--- src/include/memctl_defines.svh ---
`ifndef MEMCTL_DEFINES_SVH
`define MEMCTL_DEFINES_SVH
// Behaviour
// - SDRAM row/col line is address bit on row, command bit on column.
// - Six programmable lines follow the loaded pattern word by word.
// - SDRAM write enable drives the SDRAM write-enable input directly.
// - Separate row and column strobes go to the SDRAM strobe inputs.
// - Chip-select machine asserts output enable during reads.
// - External acknowledge ends a chip-select machine access.
// - Wait input high stalls the programmable machine pattern.
// - Parity byte select enables the separate parity chip during accesses.
// - In external-master mode, address mux control switches row/column phase.
// - Eight chip selects, one per attached device.
// - Eight byte-lane write enables during chip-select machine writes.
// - Eight SDRAM byte masks select SDRAM byte lanes.

// ----------------------------------------------------------------------
// Timing
// ----------------------------------------------------------------------
`define MC_CLK_PERIOD_NS 5
`define MC_TRCD_NS       15
`define MC_TRCD_CYC      ((`MC_TRCD_NS + `MC_CLK_PERIOD_NS - 1) / `MC_CLK_PERIOD_NS)
`define MC_ACK_TIMEOUT   255

// ----------------------------------------------------------------------
// Widths and idle levels
// ----------------------------------------------------------------------
`define MC_ADDR_W        13
`define MC_A10_BIT       10
`define MC_LANES         8
`define MC_GPL_W         6
`define MC_PAT_AW        6
`define MC_GPL_IDLE      6'h3f
`define MC_CS_IDLE       8'hff
`define MC_BWE_IDLE      8'hff
`define MC_DQM_IDLE      8'hff
`endif

--- src/include/memctl_pkg.sv ---
package memctl_pkg;
  `include "memctl_defines.svh"

  typedef enum logic [1:0] {
    MACH_SDRAM = 2'h0,
    MACH_GENERAL_CHIP_SELECT_MACHINE  = 2'h1,
    MACH_UPM   = 2'h2
  } mach_t;

  typedef struct packed {
    mach_t                   mach;
    logic                    write;
    logic                    auto_pre;
    logic                    parity_en;
    logic                    ext_master;
    logic [2:0]              cs;
    logic [`MC_LANES-1:0]    be;
    logic [`MC_ADDR_W-1:0]   row;
    logic [`MC_ADDR_W-1:0]   col;
    logic [`MC_PAT_AW-1:0]   upm_start;
  } req_t;

  typedef struct packed {
    logic [`MC_GPL_W-1:0]    gpl;
    logic                    cs_on;
    logic                    bs_on;
    logic                    last;
  } pat_word_t;

  typedef enum logic [6:0] {
    ST_IDLE   = 7'h01,
    ST_SD_ACT = 7'h02,
    ST_SD_RCD = 7'h04,
    ST_SD_CMD = 7'h08,
    ST_GP_RUN = 7'h10,
    ST_UP_RUN = 7'h20,
    ST_FINISH = 7'h40
  } state_t;
endpackage

--- src/design/upm_engine.sv ---
`timescale 1ns/100ps
`include "memctl_defines.svh"
module upm_engine
  import memctl_pkg::*;
#(
  parameter int DEPTH = 64
) (
  // Clock and reset
  input  wire logic                  clk_i,
  input  wire logic                  rst_i,
  // Pattern load
  input  wire logic                  pat_we_i,
  input  wire logic [`MC_PAT_AW-1:0] pat_addr_i,
  input  wire pat_word_t             pat_data_i,
  // Run control
  input  wire logic                  start_i,
  input  wire logic [`MC_PAT_AW-1:0] start_addr_i,
  input  wire logic                  wait_i,
  output      logic                  busy_o,
  output      logic                  done_o,
  output      pat_word_t             word_o
);
  pat_word_t             pat_mem [DEPTH];
  logic [`MC_PAT_AW-1:0] ptr_ff;
  logic                  busy_ff;
  logic                  done_ff;
  wire                   step = busy_ff && !wait_i;

  assign word_o = pat_mem[ptr_ff];
  assign busy_o = busy_ff;
  assign done_o = done_ff;

  // Pattern memory has no reset; software reloads it before use
  always_ff @(posedge clk_i) begin
    if (pat_we_i) begin
      pat_mem[pat_addr_i] <= pat_data_i;
    end
  end

  always_ff @(posedge clk_i) begin
    if (rst_i) begin
      ptr_ff  <= '0;
      busy_ff <= 1'b0;
      done_ff <= 1'b0;
    end else begin
      done_ff <= step && word_o.last;
      if (start_i && !busy_ff) begin
        ptr_ff  <= start_addr_i;
        busy_ff <= 1'b1;
      end else if (step) begin
        if (word_o.last) begin
          busy_ff <= 1'b0;
        end else begin
          ptr_ff <= ptr_ff + 1'b1;
        end
      end
    end
  end
endmodule

--- src/design/memctl_pins.sv ---
`timescale 1ns/100ps
`include "memctl_defines.svh"
module memctl_pins
  import memctl_pkg::*;
#(
  parameter int PAT_DEPTH   = 64,
  parameter int ACK_TIMEOUT = `MC_ACK_TIMEOUT
) (
  // Clock and reset
  input  wire logic                  CLK_I,
  input  wire logic                  RST_I,
  // Transaction request
  input  wire logic                  REQ_VALID_I,
  input  wire req_t                  REQ_I,
  output      logic                  REQ_READY_O,
  output      logic                  DONE_O,
  output      logic                  TIMEOUT_O,
  // Programmable machine pattern load
  input  wire logic                  PAT_WE_I,
  input  wire logic [`MC_PAT_AW-1:0] PAT_ADDR_I,
  input  wire pat_word_t             PAT_DATA_I,
  // External inputs
  input  wire logic                  CHIP_SELECT_MACHINE_ACK_IN_N_I,
  input  wire logic                  PROG_MACHINE_WAIT_IN_I,
  // Chip-select machine pins
  output      logic [`MC_LANES-1:0]  CS_N_O,
  output      logic [`MC_LANES-1:0]  BYTE_WRITE_ENABLE_N_O,
  output      logic                  MEMORY_OUTPUT_ENABLE_N_O,
  output      logic                  PARITY_BYTE_SELECT_N_O,
  // SDRAM machine pins
  output      logic [`MC_ADDR_W-1:0] SDRAM_ADDR_O,
  output      logic                  SDRAM_ROW_COL_LINE_O,
  output      logic                  SDRAM_WRITE_ENABLE_N_O,
  output      logic                  SDRAM_ROW_STROBE_N_O,
  output      logic                  SDRAM_COLUMN_STROBE_N_O,
  output      logic [`MC_LANES-1:0]  SDRAM_BYTE_MASK_O,
  output      logic                  SDRAM_ADDR_MUX_CTRL_O,
  // Programmable machine pins
  output      logic [`MC_GPL_W-1:0]  PROG_MACHINE_GENERAL_LINE_O
);
  localparam logic [15:0] TRCD_CYC = 16'(`MC_TRCD_CYC);
  localparam logic [15:0] ACK_LIM  = 16'(ACK_TIMEOUT);

  // ----------------------------------------------------------------------
  // Pin input synchronisers
  // ----------------------------------------------------------------------
  // A change is taken only once stages two and three agree, to reject glitches
  logic [2:0] ack_sync_ff;
  logic [2:0] wait_sync_ff;
  logic       ack_n_ff;
  logic       ack_n_dly_ff;
  logic       wait_ff;

  always_ff @(posedge CLK_I) begin
    if (RST_I) begin
      ack_sync_ff  <= 3'h7;
      wait_sync_ff <= 3'h0;
      ack_n_ff     <= 1'b1;
      ack_n_dly_ff <= 1'b1;
      wait_ff      <= 1'b0;
    end else begin
      ack_sync_ff  <= {ack_sync_ff[1:0], CHIP_SELECT_MACHINE_ACK_IN_N_I};
      wait_sync_ff <= {wait_sync_ff[1:0], PROG_MACHINE_WAIT_IN_I};
      ack_n_dly_ff <= ack_n_ff;
      if (ack_sync_ff[1] == ack_sync_ff[2]) begin
        ack_n_ff <= ack_sync_ff[2];
      end
      if (wait_sync_ff[1] == wait_sync_ff[2]) begin
        wait_ff <= wait_sync_ff[2];
      end
    end
  end

  // ----------------------------------------------------------------------
  // Programmable machine
  // ----------------------------------------------------------------------
  state_t    state_ff;
  state_t    nxt_state;
  req_t      req_ff;
  logic      upm_busy;
  logic      upm_done;
  pat_word_t upm_word;
  wire       accept    = (state_ff == ST_IDLE) && REQ_VALID_I;
  wire       upm_start = accept && (REQ_I.mach == MACH_UPM);

  upm_engine #(
    .DEPTH (PAT_DEPTH)
  ) u_upm (
    .clk_i        (CLK_I),
    .rst_i        (RST_I),
    .pat_we_i     (PAT_WE_I),
    .pat_addr_i   (PAT_ADDR_I),
    .pat_data_i   (PAT_DATA_I),
    .start_i      (upm_start),
    .start_addr_i (REQ_I.upm_start),
    .wait_i       (wait_ff),
    .busy_o       (upm_busy),
    .done_o       (upm_done),
    .word_o       (upm_word)
  );

  // ----------------------------------------------------------------------
  // Sequencer
  // ----------------------------------------------------------------------
  logic [15:0] cnt_ff;
  logic        timeout_ff;
  wire         rcd_done = (cnt_ff >= TRCD_CYC - 16'h0001);
  // Only a fresh falling acknowledge counts: the filtered level of the last
  // access releases late and must not end the next access at once
  wire         ack_seen = ack_n_dly_ff && !ack_n_ff;
  wire         ack_late = (cnt_ff >= ACK_LIM);

  always_comb begin
    nxt_state = state_ff;
    case (state_ff)
      ST_IDLE: begin
        if (REQ_VALID_I) begin
          case (REQ_I.mach)
            MACH_SDRAM: nxt_state = ST_SD_ACT;
            MACH_GENERAL_CHIP_SELECT_MACHINE:  nxt_state = ST_GP_RUN;
            MACH_UPM:   nxt_state = ST_UP_RUN;
            default:    nxt_state = ST_IDLE;
          endcase
        end
      end
      ST_SD_ACT: nxt_state = (TRCD_CYC > 16'h0001) ? ST_SD_RCD : ST_SD_CMD;
      ST_SD_RCD: begin
        if (rcd_done) begin
          nxt_state = ST_SD_CMD;
        end
      end
      ST_SD_CMD: nxt_state = ST_FINISH;
      ST_GP_RUN: begin
        if (ack_seen || ack_late) begin
          nxt_state = ST_FINISH;
        end
      end
      ST_UP_RUN: begin
        if (upm_done) begin
          nxt_state = ST_FINISH;
        end
      end
      ST_FINISH: nxt_state = ST_IDLE;
      default:   nxt_state = ST_IDLE;
    endcase
  end

  always_ff @(posedge CLK_I) begin
    if (RST_I) begin
      state_ff   <= ST_IDLE;
      req_ff     <= '0;
      cnt_ff     <= '0;
      timeout_ff <= 1'b0;
    end else begin
      state_ff   <= nxt_state;
      timeout_ff <= (state_ff == ST_GP_RUN) && !ack_seen && ack_late;
      if (accept) begin
        req_ff <= REQ_I;
      end
      if (nxt_state != state_ff) begin
        cnt_ff <= '0;
      end else if (cnt_ff != 16'hffff) begin
        cnt_ff <= cnt_ff + 16'h0001;
      end
    end
  end

  // ----------------------------------------------------------------------
  // Pin decode
  // ----------------------------------------------------------------------
  wire in_act = (state_ff == ST_SD_ACT);
  wire in_rcd = (state_ff == ST_SD_RCD);
  wire in_cmd = (state_ff == ST_SD_CMD);
  wire in_sd  = in_act || in_rcd || in_cmd;
  wire in_gp  = (state_ff == ST_GP_RUN) && !ack_seen;
  wire in_up  = (state_ff == ST_UP_RUN) && upm_busy;
  wire cs_on  = in_sd || in_gp || (in_up && upm_word.cs_on);

  wire [`MC_LANES-1:0] nxt_cs_n  = cs_on ? ~(8'h01 << req_ff.cs) : `MC_CS_IDLE;
  wire [`MC_LANES-1:0] nxt_bwe_n = (in_gp && req_ff.write) ? ~req_ff.be : `MC_BWE_IDLE;
  wire                 nxt_oe_n  = !(in_gp && !req_ff.write);
  wire                 nxt_pbs_n = !(req_ff.parity_en &&
                                     (in_cmd || in_gp || (in_up && upm_word.bs_on)));
  wire                 nxt_a10   = in_act ? req_ff.row[`MC_A10_BIT] :
                                   (in_cmd && req_ff.auto_pre);
  wire [`MC_ADDR_W-1:0] col_addr = {req_ff.col[`MC_ADDR_W-1:`MC_A10_BIT+1], 1'b0,
                                    req_ff.col[`MC_A10_BIT-1:0]};
  wire [`MC_ADDR_W-1:0] nxt_addr = in_act ? req_ff.row : (in_cmd ? col_addr : '0);
  wire                 nxt_we_n  = !(in_cmd && req_ff.write);
  wire                 nxt_ras_n = !in_act;
  wire                 nxt_cas_n = !in_cmd;
  wire [`MC_LANES-1:0] nxt_dqm   = in_cmd ? (req_ff.write ? ~req_ff.be : 8'h00)
                                          : `MC_DQM_IDLE;
  wire                 nxt_amux  = req_ff.ext_master && (in_rcd || in_cmd);
  wire [`MC_GPL_W-1:0] nxt_gpl   = in_up ? upm_word.gpl : `MC_GPL_IDLE;

  // ----------------------------------------------------------------------
  // Output registers
  // ----------------------------------------------------------------------
  // Every pin comes from a flop; pins trail the sequencer state by a cycle, except REQ_READY_O, which is taken from the next state
  // Idle levels at reset
  always_ff @(posedge CLK_I) begin
    if (RST_I) begin
      REQ_READY_O                 <= 1'b0;
      DONE_O                      <= 1'b0;
      TIMEOUT_O                   <= 1'b0;
      CS_N_O                      <= `MC_CS_IDLE;
      BYTE_WRITE_ENABLE_N_O       <= `MC_BWE_IDLE;
      MEMORY_OUTPUT_ENABLE_N_O    <= 1'b1;
      PARITY_BYTE_SELECT_N_O      <= 1'b1;
      SDRAM_ADDR_O                <= '0;
      SDRAM_ROW_COL_LINE_O        <= 1'b0;
      SDRAM_WRITE_ENABLE_N_O      <= 1'b1;
      SDRAM_ROW_STROBE_N_O        <= 1'b1;
      SDRAM_COLUMN_STROBE_N_O     <= 1'b1;
      SDRAM_BYTE_MASK_O           <= `MC_DQM_IDLE;
      SDRAM_ADDR_MUX_CTRL_O       <= 1'b0;
      PROG_MACHINE_GENERAL_LINE_O <= `MC_GPL_IDLE;
    end else begin
      REQ_READY_O                 <= (nxt_state == ST_IDLE);
      DONE_O                      <= (state_ff == ST_FINISH);
      TIMEOUT_O                   <= timeout_ff;
      CS_N_O                      <= nxt_cs_n;
      BYTE_WRITE_ENABLE_N_O       <= nxt_bwe_n;
      MEMORY_OUTPUT_ENABLE_N_O    <= nxt_oe_n;
      PARITY_BYTE_SELECT_N_O      <= nxt_pbs_n;
      SDRAM_ADDR_O                <= nxt_addr;
      SDRAM_ROW_COL_LINE_O        <= nxt_a10;
      SDRAM_WRITE_ENABLE_N_O      <= nxt_we_n;
      SDRAM_ROW_STROBE_N_O        <= nxt_ras_n;
      SDRAM_COLUMN_STROBE_N_O     <= nxt_cas_n;
      SDRAM_BYTE_MASK_O           <= nxt_dqm;
      SDRAM_ADDR_MUX_CTRL_O       <= nxt_amux;
      PROG_MACHINE_GENERAL_LINE_O <= nxt_gpl;
    end
  end
endmodule

--- config.mk ---
export PLATFORM = sky130hd
export DESIGN_NAME = memctl_pins
export DESIGN_NICKNAME = d
export VERILOG_FILES = /design/src/include/memctl_pkg.sv /design/src/design/upm_engine.sv /design/src/design/memctl_pins.sv
export VERILOG_INCLUDE_DIRS = /design/src /design/src/include
export SDC_FILE = /design/constraint.sdc
export NUM_CORES = 1
export LEC_CHECK = 0
export BUFFER_PORTS_ARGS = -buffer_cell sky130_fd_sc_hd__clkbuf_2
export CAP_MARGIN = 20
export CORE_ASPECT_RATIO = 0.75
export CORE_MARGIN = 2
export CORE_UTILIZATION = 65
export DETAILED_ROUTE_END_ITERATION = 6
export PLACE_DENSITY = 0.82
export SLEW_MARGIN = 10
export SYNTH_ARGS = -nofsm -noshare
export SYNTH_HDL_FRONTEND = slang
export SYNTH_SLANG_ARGS = --single-unit
--- constraint.sdc ---
create_clock -name CLK_I -period 7.5 [get_ports CLK_I]
set_input_delay 0.375 -clock CLK_I [delete_from_list [all_inputs] [get_ports CLK_I]]
set_output_delay 0.375 -clock CLK_I [all_outputs]
set_load 0.01 [all_outputs]
# [Word-level counts from Yosys, hierarchy flattened]
# Memories as Yosys holds them, arrays and structs flattened. A register that Yosys moved wholly into a read port is not among the register bits.
# Cells that the tools add are included.
[totals] register_bits=135 latch_bits=0 ramBits=576 romBits=0 inputBits=70 out_inout_bits=53 elab_cells=126 mem_count=1
[classes] add_sub_neg=2 n_mul=0 n_div=0 n_lt_le_gt_ge=2 n_eq_ne=15 shifts=1 muxes=20 n_bitwise=6 n_reduce_logical=45
[memory_table] name="u_upm.pat_mem" depth=64 word_bits=9 rd=1 rd_ports_with_merged_regs=1 wr=1 line="upm_engine.sv:23" source="pat_word_t pat_mem [DEPTH];"
[ops] operator="$pmux W7 S6" count=1
[ops] operator="$mux W6" count=5
[ops] operator="$mux W7" count=4
[ops] operator="$mux W13" count=2
[ops] operator="$pmux W6 S3" count=1
[ops] operator="$logic_and A1 B1 Y1" count=17
[ops] operator="$add A16 B1 Y16 const B" count=1
[ops] operator="$ge A16 B2 Y1 const B" count=1
[ops] operator="$ge A16 B8 Y1 const B" count=1
[ops] operator="$ne A16 B16 Y1 const B" count=1
[ops] operator="$not A8 Y8" count=2
[ops] operator="$eq A7 B1 Y1 const B" count=2
[ops] operator="$logic_not A1 Y1" count=10
[ops] operator="$reduce_or A2 Y1" count=5
[ops] operator="$logic_or A1 B1 Y1" count=8
[ops] operator="$mux W8" count=1
[ops] operator="$shl A1 B3 Y8 const A" count=1
[ops] operator="$eq A7 B2 Y1 const B" count=1
[ops] operator="$eq A7 B3 Y1 const B" count=1
[ops] operator="$eq A7 B4 Y1 const B" count=1
[ops] operator="$eq A7 B5 Y1 const B" count=1
[ops] operator="$eq A7 B6 Y1 const B" count=1
[ops] operator="$eq A7 B7 Y1 const B" count=1
[ops] operator="$ne A7 B7 Y1" count=1
[ops] operator="10 further kinds" count=21

# [Depth between registers and ports, before layout]
# Gate-level depths: netlist (run 1).
[depth] ltp_word=8 mapped_depth=10 ltp_nobuf=8

# [Cells and area by module]
# Synthesis (run 1) repeated with hierarchy kept, for this count alone.
[hier_totals] cells_unflattened=1484 area_unflattened_um2=27367.5
[modules_own_cells] mod="upm_engine" n_inst=1 cells_each=986 area_each_um2=22883.2 seq_area_each_um2=17576.9
[modules_own_cells] mod="memctl_pins" n_inst=1 cells_each=498 area_each_um2=4484.3 seq_area_each_um2=2522.4

# [Worst setup path after synthesis (run 1)]
# Ideal clock, no wire load.
[synth_path] kind="reg-to-reg" start="register with a tool-made name" end="register PROG_MACHINE_GENERAL_LINE_O[0]" setup_ns=0.123 arrival_ns=2.517 required_ns=7.377 slack_ns=4.859 path_stages_with_launch=8 path_buffers=3 synth_period_minus_slack_ns=2.641 path_cell_list="dfxtp_1 > buf_2 > buf_2 > buf_2 > mux4_2 > mux4_2 > mux4_2 > nand2b_1"
[synth_lines] item="end signal: assignment" line="memctl_pins.sv:218" source="PROG_MACHINE_GENERAL_LINE_O <= `MC_GPL_IDLE;"
[synth_lines] item="end signal: assignment" line="memctl_pins.sv:234" source="PROG_MACHINE_GENERAL_LINE_O <= nxt_gpl;"
[synth_lines] item="end: declaration" line="memctl_pins.sv:39" source="output logic [`MC_GPL_W-1:0] PROG_MACHINE_GENERAL_LINE_O"

==> flow_metrics.py, run 1 <==
metrics = {
    "worst_setup_path": {
        "worstPathMaxFanout": 47,
        "cp_cell_sequence": "buf_4 -> nor2_1 -> a22oi_1 -> nand4_1 -> nand2_1 -> nor4_2 -> nor2_1 -> a2111oi_0",
        "crit_arrival_ns": 4.73,
        "end_kind": "flop",
        "r2r_slack_ns": 3.22,
        "cpPeakStageDelay_ns": 0.88,
        "cp-start-kind": "flop",
        "path_class": "reg -> reg",
        "path_common_cell": "nor2_1",
        "slowest_stage": "nor2_1",
        "r2r_cells": 8,
        "cp.required_ns": 7.95,
    },
    "global_route": {
        "first_global_vias": 15241,
        "grt_max_degree": 81,
        "grt_usage_pct": 30.09,
        "grt_overflow_total": 0,
        "antenna_found_initial": 2,
        "grt_pass1_wl_um": 95390,
    },
    "power": {
        "ir_drop_mv": 0.2033,
        "p_leak_nw": 9.886,
        "power.density_mw_per_mm2": 268.5,
    },
    "worst_hold_path": {
        "min_path_type": "in -> reg",
        "hp-start": "REQ_I[41]",
        "worstHoldEndpoint": "req_ff[41]$_SDFFE_PP0P_",
        "worstHoldPathCells": 3,
    },
    "timing": {
        "finalSetupViolations": 0,
        "rsz0062_at_grt": "no",
        "fin_worst_skew_ns": 0.02568,
        "hold_viol_final": 0,
        "worstMarginPinSlew_ns": 1.146,
        "fin_setup_tns_ns": 0,
        "period_share_pct": 57.06,
        "fin_ws_ns": 3.221,
        "drv_slew": 0,
        "period_minus_slack_ns": 4.279,
        "max_slew_margin_pct": 23.44,
        "fmax_ghz": 0.2337,
    },
    "drt": {
        "drc": 0,
        "wl_um": 64060,
        "firstDrtPassIters": 6,
        "viasPerCell": 6.639,
        "drt_iter0_drc": 1951,
        "antenna_left": 0,
        "vias": 15190,
        "wl_per_cell_um": 28.00,
    },
    "cells_and_area": {
        "syn_to_final_growth_pct": 13.12,
        "multi_input_area_mm2": 0.006761,
        "final_nets": 1751,
        "seq_area_mm2": 0.02011,
        "nFillCells": 2244,
        "drive_gt1_share_pct": 24.35,
    },
    "synthesis": {
        "yosys.area_share.simple_pct": 6.442,
        "ys_warn_count": 0,
        "synth_top_cells_by_count": "edfxtp_1, mux4_2, dfxtp_1",
        "synthFlopType": "edfxtp_1",
        "synth-xor-area-share_pct": 0.4503,
        "seq_area_frac_synth_pct": 73.81,
        "synth_edf_count": 576,
        "synthTopCellsByArea": "edfxtp_1, mux4_2, dfxtp_1, nand2_1, nor2_1",
        "synth_compound_area_share_pct": 3.097,
        "synthArstFlopShare_pct": 0,
        "synth.most_common_cell": "edfxtp_1",
        "ys_seq_elements": 716,
        "synth_top_family_by_area": "multiplexers",
        "synth_area_mm2": 0.02723,
        "synthMuxAreaShare_pct": 14.67,
        "synthCells": 1514,
        "synth_fp_nets": 1587,
        "ys_types": 62,
        "synthAdderAreaFrac_pct": 0.1378,
        "syn_avg_cell_area_um2": 17.99,
        "synth_top_area_share_pct": 63.52,
        "yosysTopAreaCell": "edfxtp_1",
    },
    "placement": {
        "pre_cts_ws_ns": 3.485,
        "io_buffers": 121,
        "dp_hpwl_um": 36530,
        "gp_congestion": 0.8549,
    },
    "clock_network": {
        "cts_buffers": 61,
        "htree_levels": 2,
        "clockBufferDepth": 3,
        "cts_sinks": 716,
        "cts_setup_buffers": 0,
        "cts_root_buf": "clkbuf_16",
        "cts.clk_slew.worst_paths_ns": 0.07,
        "clk-insertion-delay-late_ns": 0.62,
        "tritoncts": "built",
    },
    "floorplan": {
        "dieWidth_um": 240.3,
        "coreArea_mm2": 0.04108,
        "ios": 123,
        "start_util_pct": 66.29,
        "rows": 64,
        "die_y_um": 181.3,
        "die_area_mm2": 0.04356,
    },
    "outcome": {
        "status": "complete, no violations",
    },
    "run": {
        "drv_cap": 0,
    },
}
## how the worst max path moves through the flow
stage          startpoint                                   endpoint  cells after the start
3_5_place_dp         flop                                       flop                      8
6_report             flop                                       flop                      8
4_1_cts              flop                                       flop                      8
2_1_floorplan        flop  PROG_MACHINE_GENERAL_LINE_O[0]$_SDFF_PP1_                      7
3_3_place_gp         flop                                       flop                      8
5_1_grt              flop                                       flop                      8
## cells by family (layout without fill, tap and decap cells)
logic type      after synthesis  count (layout)
compound gates              130             130
xor+xnor                     14              14
fa+ha+maj                     3               3
buf+inv                      86             297
flops                       716             716
mux                         199             199
other cells                   0               2
simple gates                366             366
## layout by cell type (no fill, tap or decap), types with 13 or more instances in the layout
cell type      count
nand2b_1          15
clkbuf_2         118
a22oi_1           17
dlygate4sd3_1     36
buf_4             17
a21oi_1           55
mux4_2           160
clkbuf_16         62
dfxtp_1          136
o21ai_0           13
mux2i_1           38
nor2b_1           18
edfxtp_1         576
nand3_1           20
nand2_1          126
nor2_1           107
## stage by stage
| step | total power (W) | util [%] | cells | hold slack (ns) | area, µm² |
|---|---|---|---|---|---|
| after floorplan | 0.004884 | - | 1514 | 0.3676 | 27230 |
| after global placement | 0.005110 | 68.94 | 2131 | 0.3739 | 28320 |
| after detailed placement | 0.005133 | 68.94 | 2131 | 0.3822 | 28320 |
| after CTS | 0.008262 | 74.67 | 2277 | 0.001675 | 30680 |
| after global routing | 0.008474 | 74.99 | 2288 | 0.01555 | 30800 |
| final | 0.008270 | 74.99 | 2288 | 0.02316 | 30800 |
## routing by layer
metal	GRT usage (%)	wire length, µm	vias to the layer above
met5	0	0	-
met4	8.273	1874	0
met3	6.891	6350	146
met2	47.72	31430	952
met1	42.89	24410	7782
li1	-	-	6310
## timing repair
item / in CTS / in global routing
resized for setup: 0 / 0
hold buffers: 36 / 0
endpoints found under the hold margin: 35 / 0
## report_power, final
group / internal (W) / total, W / switching [W]
clock: 0.00178 / 0.00318 / 0.00141
sequential: 0.00433 / 0.00439 / 0.0000558
combinational: 0.000299 / 0.000695 / 0.000396
## state kept, by name, indices dropped and copies added (netlist names), 3 cells and up, named ones only
| name | cells |
|---|---|
| BYTE_WRITE_ENABLE_N_O | 8 |
| CS_N_O | 8 |
| PROG_MACHINE_GENERAL_LINE_O | 6 |
| SDRAM_ADDR_O | 13 |
| SDRAM_BYTE_MASK_O | 8 |
| ack_sync_ff | 3 |
| cnt_ff | 16 |
| col_addr | 12 |
| req_ff | 28 |
| state_ff | 7 |
| u_upm.pat_mem | 576 |
| u_upm.ptr_ff | 6 |
| wait_sync_ff | 3 |
## critical path, delay by kind of cell, from the launching register on
family                 cells  cell delay (ns)
and+or+nand+nor            5             2.21
buffers and inverters      1             0.40
DFF                        1             0.54
AOI/OAI and AO/OA          2             0.90
## final cells by class
| type | instances | area share, % |
|---|---|---|
| Sequential cell | 716 | 65.28 |
| Clock buffer | 72 | 5.256 |
| Tap cell | 561 | 2.279 |
| Timing Repair Buffer | 180 | 3.911 |
| Clock inverter | 38 | 1.223 |
| Multi-Input combinational cell | 712 | 21.95 |
| Antenna cell | 2 | 0.01625 |
| Inverter | 7 | 0.08530 |
Note: power is estimated with default switching activity, not from simulation.
==> run 2: changes to the inputs <==
- CORE_UTILIZATION: 65 -> 55
- PLACE_DENSITY: 0.82 -> 0.73
- clock period: 7.5 -> 3.6 ns (I/O delays scaled with it)
==> run 2 against run 1 <==
Net effect: power rose by 110%; global-route usage decreased by 5.1 points; first-iteration DRC count fell by 0.92%; highest routed layer unchanged; sequential power increased by 110%; cell area rose by 1.7%; routed wire length shrank 3.0%; worst setup slack got worse by 2.6 ns; largest power group unchanged.
==> flow_metrics.py, run 2 (synthesis results as in run 1) <==
metrics = {
    "worst_setup_path": {
        "slowest_stage": "o211ai_1",
        "cp_cell_sequence": "nor3_1 -> nand2_1 -> nor3b_1 -> and3_1 -> nand4b_1 -> o211ai_1 -> nand4b_1",
        "path_class": "reg -> reg",
        "path_buf_inv": 0,
        "cp-start-kind": "flop",
        "cpPeakStageDelay_ns": 0.70,
        "cpLargestDelayFamily": "simple AND/OR/NAND/NOR gates",
        "path_common_cell": "nand4b_1",
        "crit_arrival_ns": 3.42,
        "end_kind": "flop",
        "worstPathMaxFanout": 8,
        "cp.required_ns": 4.02,
    },
    "drt": {
        "firstDrtPassIters": 5,
        "antenna_left": 0,
        "wl_per_cell_um": 25.67,
        "viasPerCell": 6.114,
        "vias": 14802,
        "drt_iter0_drc": 1933,
        "drc": 0,
        "wl_um": 62140,
    },
    "timing": {
        "max_slew_margin_pct": 27.41,
        "period_share_pct": 83.27,
        "period_minus_slack_ns": 2.998,
        "worstMarginPinSlew_ns": 1.085,
        "fin_setup_tns_ns": 0,
        "hold_viol_final": 0,
        "rsz0062_at_grt": "no",
        "fin_worst_skew_ns": 0.02754,
        "drv_slew": 0,
        "fmax_ghz": 0.3336,
        "finalSetupViolations": 0,
    },
    "floorplan": {
        "die_area_mm2": 0.05133,
        "coreArea_mm2": 0.04878,
        "dieWidth_um": 260.9,
        "ios": 123,
        "die_y_um": 196.7,
        "start_util_pct": 55.82,
        "rows": 70,
    },
    "cells_and_area": {
        "mostFrequentLayoutCells": "edfxtp_1, mux4_2, dfxtp_1",
        "largest_reg_flops": 576,
        "syn_to_final_growth_pct": 15.03,
        "reg_top3": "u_upm.pat_mem x576, req_ff x28, cnt_ff x16",
        "post-route-util_pct": 64.21,
        "final_common_cell": "edfxtp_1",
        "post-route-cell-area_mm2": 0.03132,
        "final_nets": 1792,
        "top_register": "u_upm.pat_mem",
        "drive_gt1_share_pct": 24.60,
    },
    "global_route": {
        "first_global_vias": 14576,
        "grt_pass1_wl_um": 93050,
        "antenna_found_initial": 1,
        "grt_overflow_total": 0,
        "grt_max_degree": 69,
        "grt_usage_pct": 24.98,
    },
    "power": {
        "combPwrFrac_pct": 8.6,
        "swShare_pct": 22.10,
        "clkPwrFrac_pct": 38.8,
        "p_int_w": 0.01355,
        "p_sw_w": 0.003843,
        "ir_drop_mv": 0.4066,
        "power.density_mw_per_mm2": 555.3,
        "seqPwrFrac_pct": 52.6,
        "p_leak_nw": 10.09,
    },
    "worst_hold_path": {
        "min_path_type": "in -> reg",
    },
    "clock_network": {
        "cts_sinks": 716,
        "clk-insertion-delay-late_ns": 0.59,
        "cts.clk_slew.worst_paths_ns": 0.06,
        "htree_levels": 3,
        "tritoncts": "built",
        "cts_setup_buffers": 0,
        "cts_buffers": 68,
        "cts_root_buf": "clkbuf_16",
        "clockBufferDepth": 3,
    },
    "placement": {
        "io_buffers": 121,
        "gp_congestion": 0.8368,
        "dp_hpwl_um": 38630,
        "placed_cell_area_mm2": 0.02871,
    },
    "outcome": {
        "status": "complete, no violations",
    },
    "run": {
        "drv_cap": 0,
    },
}
-- run 2: cell count changes in the layout (fill, tap and decap cells not counted), sizes merged --
| cell | previous run | this run |
|---|---|---|
| diode | 2 | 1 |
| clkbuf | 190 | 221 |
| dlygate4sd3 | 36 | 51 |
| inv | 11 | 9 |
| bufinv | 7 | 2 |
| clkinv | 24 | 18 |
| clkinvlp | 3 | 1 |
| buf | 26 | 42 |
-- run 2: area by class of cell --
cell class	instances	area, µm²
Sequential cell	716	20110
Fill cell	3255	17460
Multi-Input combinational cell	712	6759
Clock buffer	100	1919
Timing Repair Buffer	214	1531
Tap cell	648	810.8
Clock inverter	23	165.2
Inverter	7	26.28
Antenna cell	1	2.502
-- run 2: layer usage --
metal | routed length (µm) | global-route usage, %
met5 | 0 | 0
met4 | 1293 | 6.349
met1 | 25840 | 37.41
met2 | 28610 | 37.29
met3 | 6393 | 6.134
-- run 2: power by group through the flow --
stage | clock network [W] | logic, W | registers [W]
after global routing | 0.00716 | 0.00158 | 0.00916
after floorplan | 0 | 0.000925 | 0.00925
final | 0.00675 | 0.00149 | 0.00915
after global placement | 0 | 0.00140 | 0.00932
after detailed placement | 0 | 0.00142 | 0.00933
after CTS | 0.00686 | 0.00148 | 0.00915
-- run 2: timing repair --
action,in CTS,in global routing
hold buffers,51,0
endpoints found under the hold margin,56,0
resized for setup,0,0
-- run 2: final timing paths --
| path | end | cells after the start | from | slack (ns) |
|---|---|---|---|---|
| worst max-delay path | CS_N_O[6]$_SDFF_PP1_ | 7 | state_ff[1]$_SDFF_PP0_ | 0.60 |
| worst min-delay path | u_upm.ptr_ff[4]$_SDFFE_PP0P_ | 4 | REQ_I[4] | 0.03 |
| worst max register to register | CS_N_O[6]$_SDFF_PP1_ | 7 | state_ff[1]$_SDFF_PP0_ | 0.60 |
| worst min register to register | BYTE_WRITE_ENABLE_N_O[1]$_SDFF_PP1_ | 1 | req_ff[33]$_SDFFE_PP0P_ | 0.39 |
-- run 2: worst min-delay path, delay by kind of cell --
family,cells,cell delay [ns]
buffers and inverters,1,0.08
muxes,1,0.15
and+or+nand+nor,1,0.06
AOI/OAI and AO/OA,1,0.11
-- run 2: stage by stage --
step	worst slack, ns	instances	power, W	hold slack [ns]
finish	0.6022	2421	0.01739	0.02825
global route	0.3080	2420	0.01791	0.02273
CTS	0.5799	2419	0.01749	0.0007993
detailed placement	0.6127	2245	0.01075	0.3720
global placement	0.7252	2245	0.01072	0.3669
floorplan	0.9592	1514	0.01018	0.2581
==> run 3: changes to the inputs <==
- CORE_UTILIZATION: 55 -> 61
- PLACE_DENSITY: 0.73 -> 0.77
- clock period: 3.6 -> 3.04 ns (I/O delays scaled with it)
==> run 3 against run 2 <==
Net effect: the run now ends with hold timing left; register-to-register slack got worse by 0.45 ns; via count rose by 3.9%; critical path depth rose by 4; sequential cell count did not move; critical path type unchanged; count of clock-buffer cells in the layout fell by 6; first-iteration DRC count rose by 6.2%; combinational power rose by 24%; non-clock buffer count rose by 85; largest cell class unchanged; die area fell by 9.7%; clock skew fell by 0.0048 ns; worst setup slack got worse by 0.45 ns; cell count rose by 0.70%.
==> flow_metrics.py, run 3 (synthesis results as in run 1) <==
metrics = {
    "clock_network": {
        "clk-insertion-delay-late_ns": 0.61,
        "cts_buffers": 67,
        "cts.clk_slew.worst_paths_ns": 0.06,
        "cts_sinks": 716,
        "cts_root_buf": "clkbuf_16",
        "tritoncts": "built",
        "clockBufferDepth": 3,
        "htree_levels": 3,
    },
    "drt": {
        "drc": 0,
        "wl_um": 63670,
        "antenna_left": 0,
        "drt_iter0_drc": 2053,
        "viasPerCell": 6.306,
        "firstDrtPassIters": 7,
        "wl_per_cell_um": 26.12,
        "vias": 15374,
    },
    "placement": {
        "gp_congestion": 0.8794,
        "io_buffers": 121,
        "dp_hpwl_um": 39600,
    },
    "global_route": {
        "grt-busiest-layer": "met2",
        "use_met2_pct": 42.78,
        "antenna_found_initial": 4,
        "grt_max_degree": 65,
        "grt_pass1_wl_um": 95480,
        "first_global_vias": 15318,
        "grt_util_met1_pct": 42.29,
        "grt.met3_usage_pct": 5.438,
        "grt_overflow_total": 0,
        "grt_usage_pct": 28.22,
    },
    "timing": {
        "fmax_ghz": 0.3463,
        "period_share_pct": 95.00,
        "whs_ns": -0.001728,
        "max_slew_margin_pct": 37.71,
        "hold_viol_final": 5,
        "finalSetupViolations": 0,
        "rsz0062_at_grt": "no",
        "period_minus_slack_ns": 2.888,
        "worstMarginPinSlew_ns": 0.9344,
        "drv_slew": 0,
        "fin_setup_tns_ns": 0,
        "fin_worst_skew_ns": 0.02279,
    },
    "worst_setup_path": {
        "worstPathMaxFanout": 11,
        "crit_arrival_ns": 3.42,
        "cp-start-kind": "flop",
        "cp.required_ns": 3.57,
        "r2r_cells": 11,
        "end_kind": "flop",
        "r2r_slack_ns": 0.15,
        "path_class": "reg -> reg",
    },
    "floorplan": {
        "start_util_pct": 61.41,
        "die_y_um": 187.0,
        "die_area_mm2": 0.04637,
        "ios": 123,
        "coreArea_mm2": 0.04435,
        "rows": 67,
        "dieWidth_um": 248.0,
    },
    "worst_hold_path": {
        "worstHoldPathCells": 1,
        "hp-start": "PAT_DATA_I[8]",
        "worstHoldEndpoint": "u_upm.pat_mem[30][8]$_DFFE_PP_",
        "min_path_type": "in -> reg",
    },
    "cells_and_area": {
        "mostFrequentLayoutCells": "edfxtp_1, mux4_2, dfxtp_1",
        "syn_to_final_growth_pct": 17.28,
        "reg_top3": "u_upm.pat_mem x576, req_ff x28, cnt_ff x16",
        "top_register": "u_upm.pat_mem",
        "final_nets": 1876,
        "drive_gt1_share_pct": 28.38,
        "final_common_cell": "edfxtp_1",
        "post-route-util_pct": 72.02,
        "largest_reg_flops": 576,
    },
    "power": {
        "ir_drop_mv": 0.4408,
        "p_leak_nw": 10.56,
        "power.density_mw_per_mm2": 645.4,
    },
    "outcome": {
        "violations": "hold timing",
        "status": "finished with violations",
    },
    "run": {
        "drv_cap": 0,
    },
}
## run 3: changes by cell type in the layout (fill, tap and decap cells not counted), moves of 3 or more
cell        delta
clkbuf_8       +3
clkbuf_1      -11
buf_4         +81
clkinv_2       -4
buf_12         +4
clkinvlp_4     +3
## run 3: routing by layer
| metal | routed length [µm] | up-vias |
|---|---|---|
| li1 | - | 6556 |
| met1 | 25840 | 7913 |
| met2 | 30560 | 795 |
| met3 | 5788 | 110 |
| met4 | 1479 | 0 |
| met5 | 0 | - |
## run 3: report_power, final
group	internal (W)	leakage, nW	switching, W	total [W]
clock	0.00451	1.00	0.00344	0.00794
combinational	0.000845	3.23	0.00101	0.00185
sequential	0.0107	6.32	0.000119	0.0108
total	0.0160	10.6	0.00456	0.0206
## run 3: cell type report
cell class | instances | area, µm²
flip-flops and latches | 716 | 20110
fillers | 2567 | 12410
multi-input cells | 712 | 6759
repair buffers | 299 | 2237
clock buffers | 94 | 1929
well taps | 586 | 733.2
clock inverters | 22 | 137.6
inverters | 7 | 26.28
diodes | 2 | 5.005
## run 3: stage by stage
stage	total power, W	instance area, µm²	cells	setup WS [ns]	hold WS, ns
after floorplan	0.01205	27230	1514	0.3992	0.2301
after global placement	0.01273	29240	2260	0.2240	0.3431
after detailed placement	0.01278	29240	2260	0.1661	0.3574
after CTS	0.02065	31810	2426	0.03031	0.01275
after global routing	0.02117	31930	2436	0.009303	0.01587
final	0.02061	31940	2438	0.1521	-0.001728
## run 3: timing repair
action	4_1_cts	5_1_grt
setup buffers	0	7
hold buffers	50	0
hold endpoints to repair	54	0
gates resized for setup	0	0
setup endpoints to repair	0	4
## run 3: worst max-delay path by stage
stage,to,slack [ns]
final,flop,0.15
after global routing,flop,0.009
after CTS,flop,0.03
after detailed placement,flop,0.17
after global placement,CS_N_O[2]$_SDFF_PP1_,0.22
after floorplan,PROG_MACHINE_GENERAL_LINE_O[0]$_SDFF_PP1_,0.40
## run 3: critical path, cell delays in order, from the launching register on
cell and delay, ns:
dfxtp_4 0.48, buf_12 0.20, buf_4 0.20, mux2i_1 0.29, a22oi_1 0.12, nand3_1 0.13, o21ai_1 0.11, nor4_2 0.33
buf_4 0.23, o21ai_0 0.16, o41ai_1 0.38, buf_4 0.21
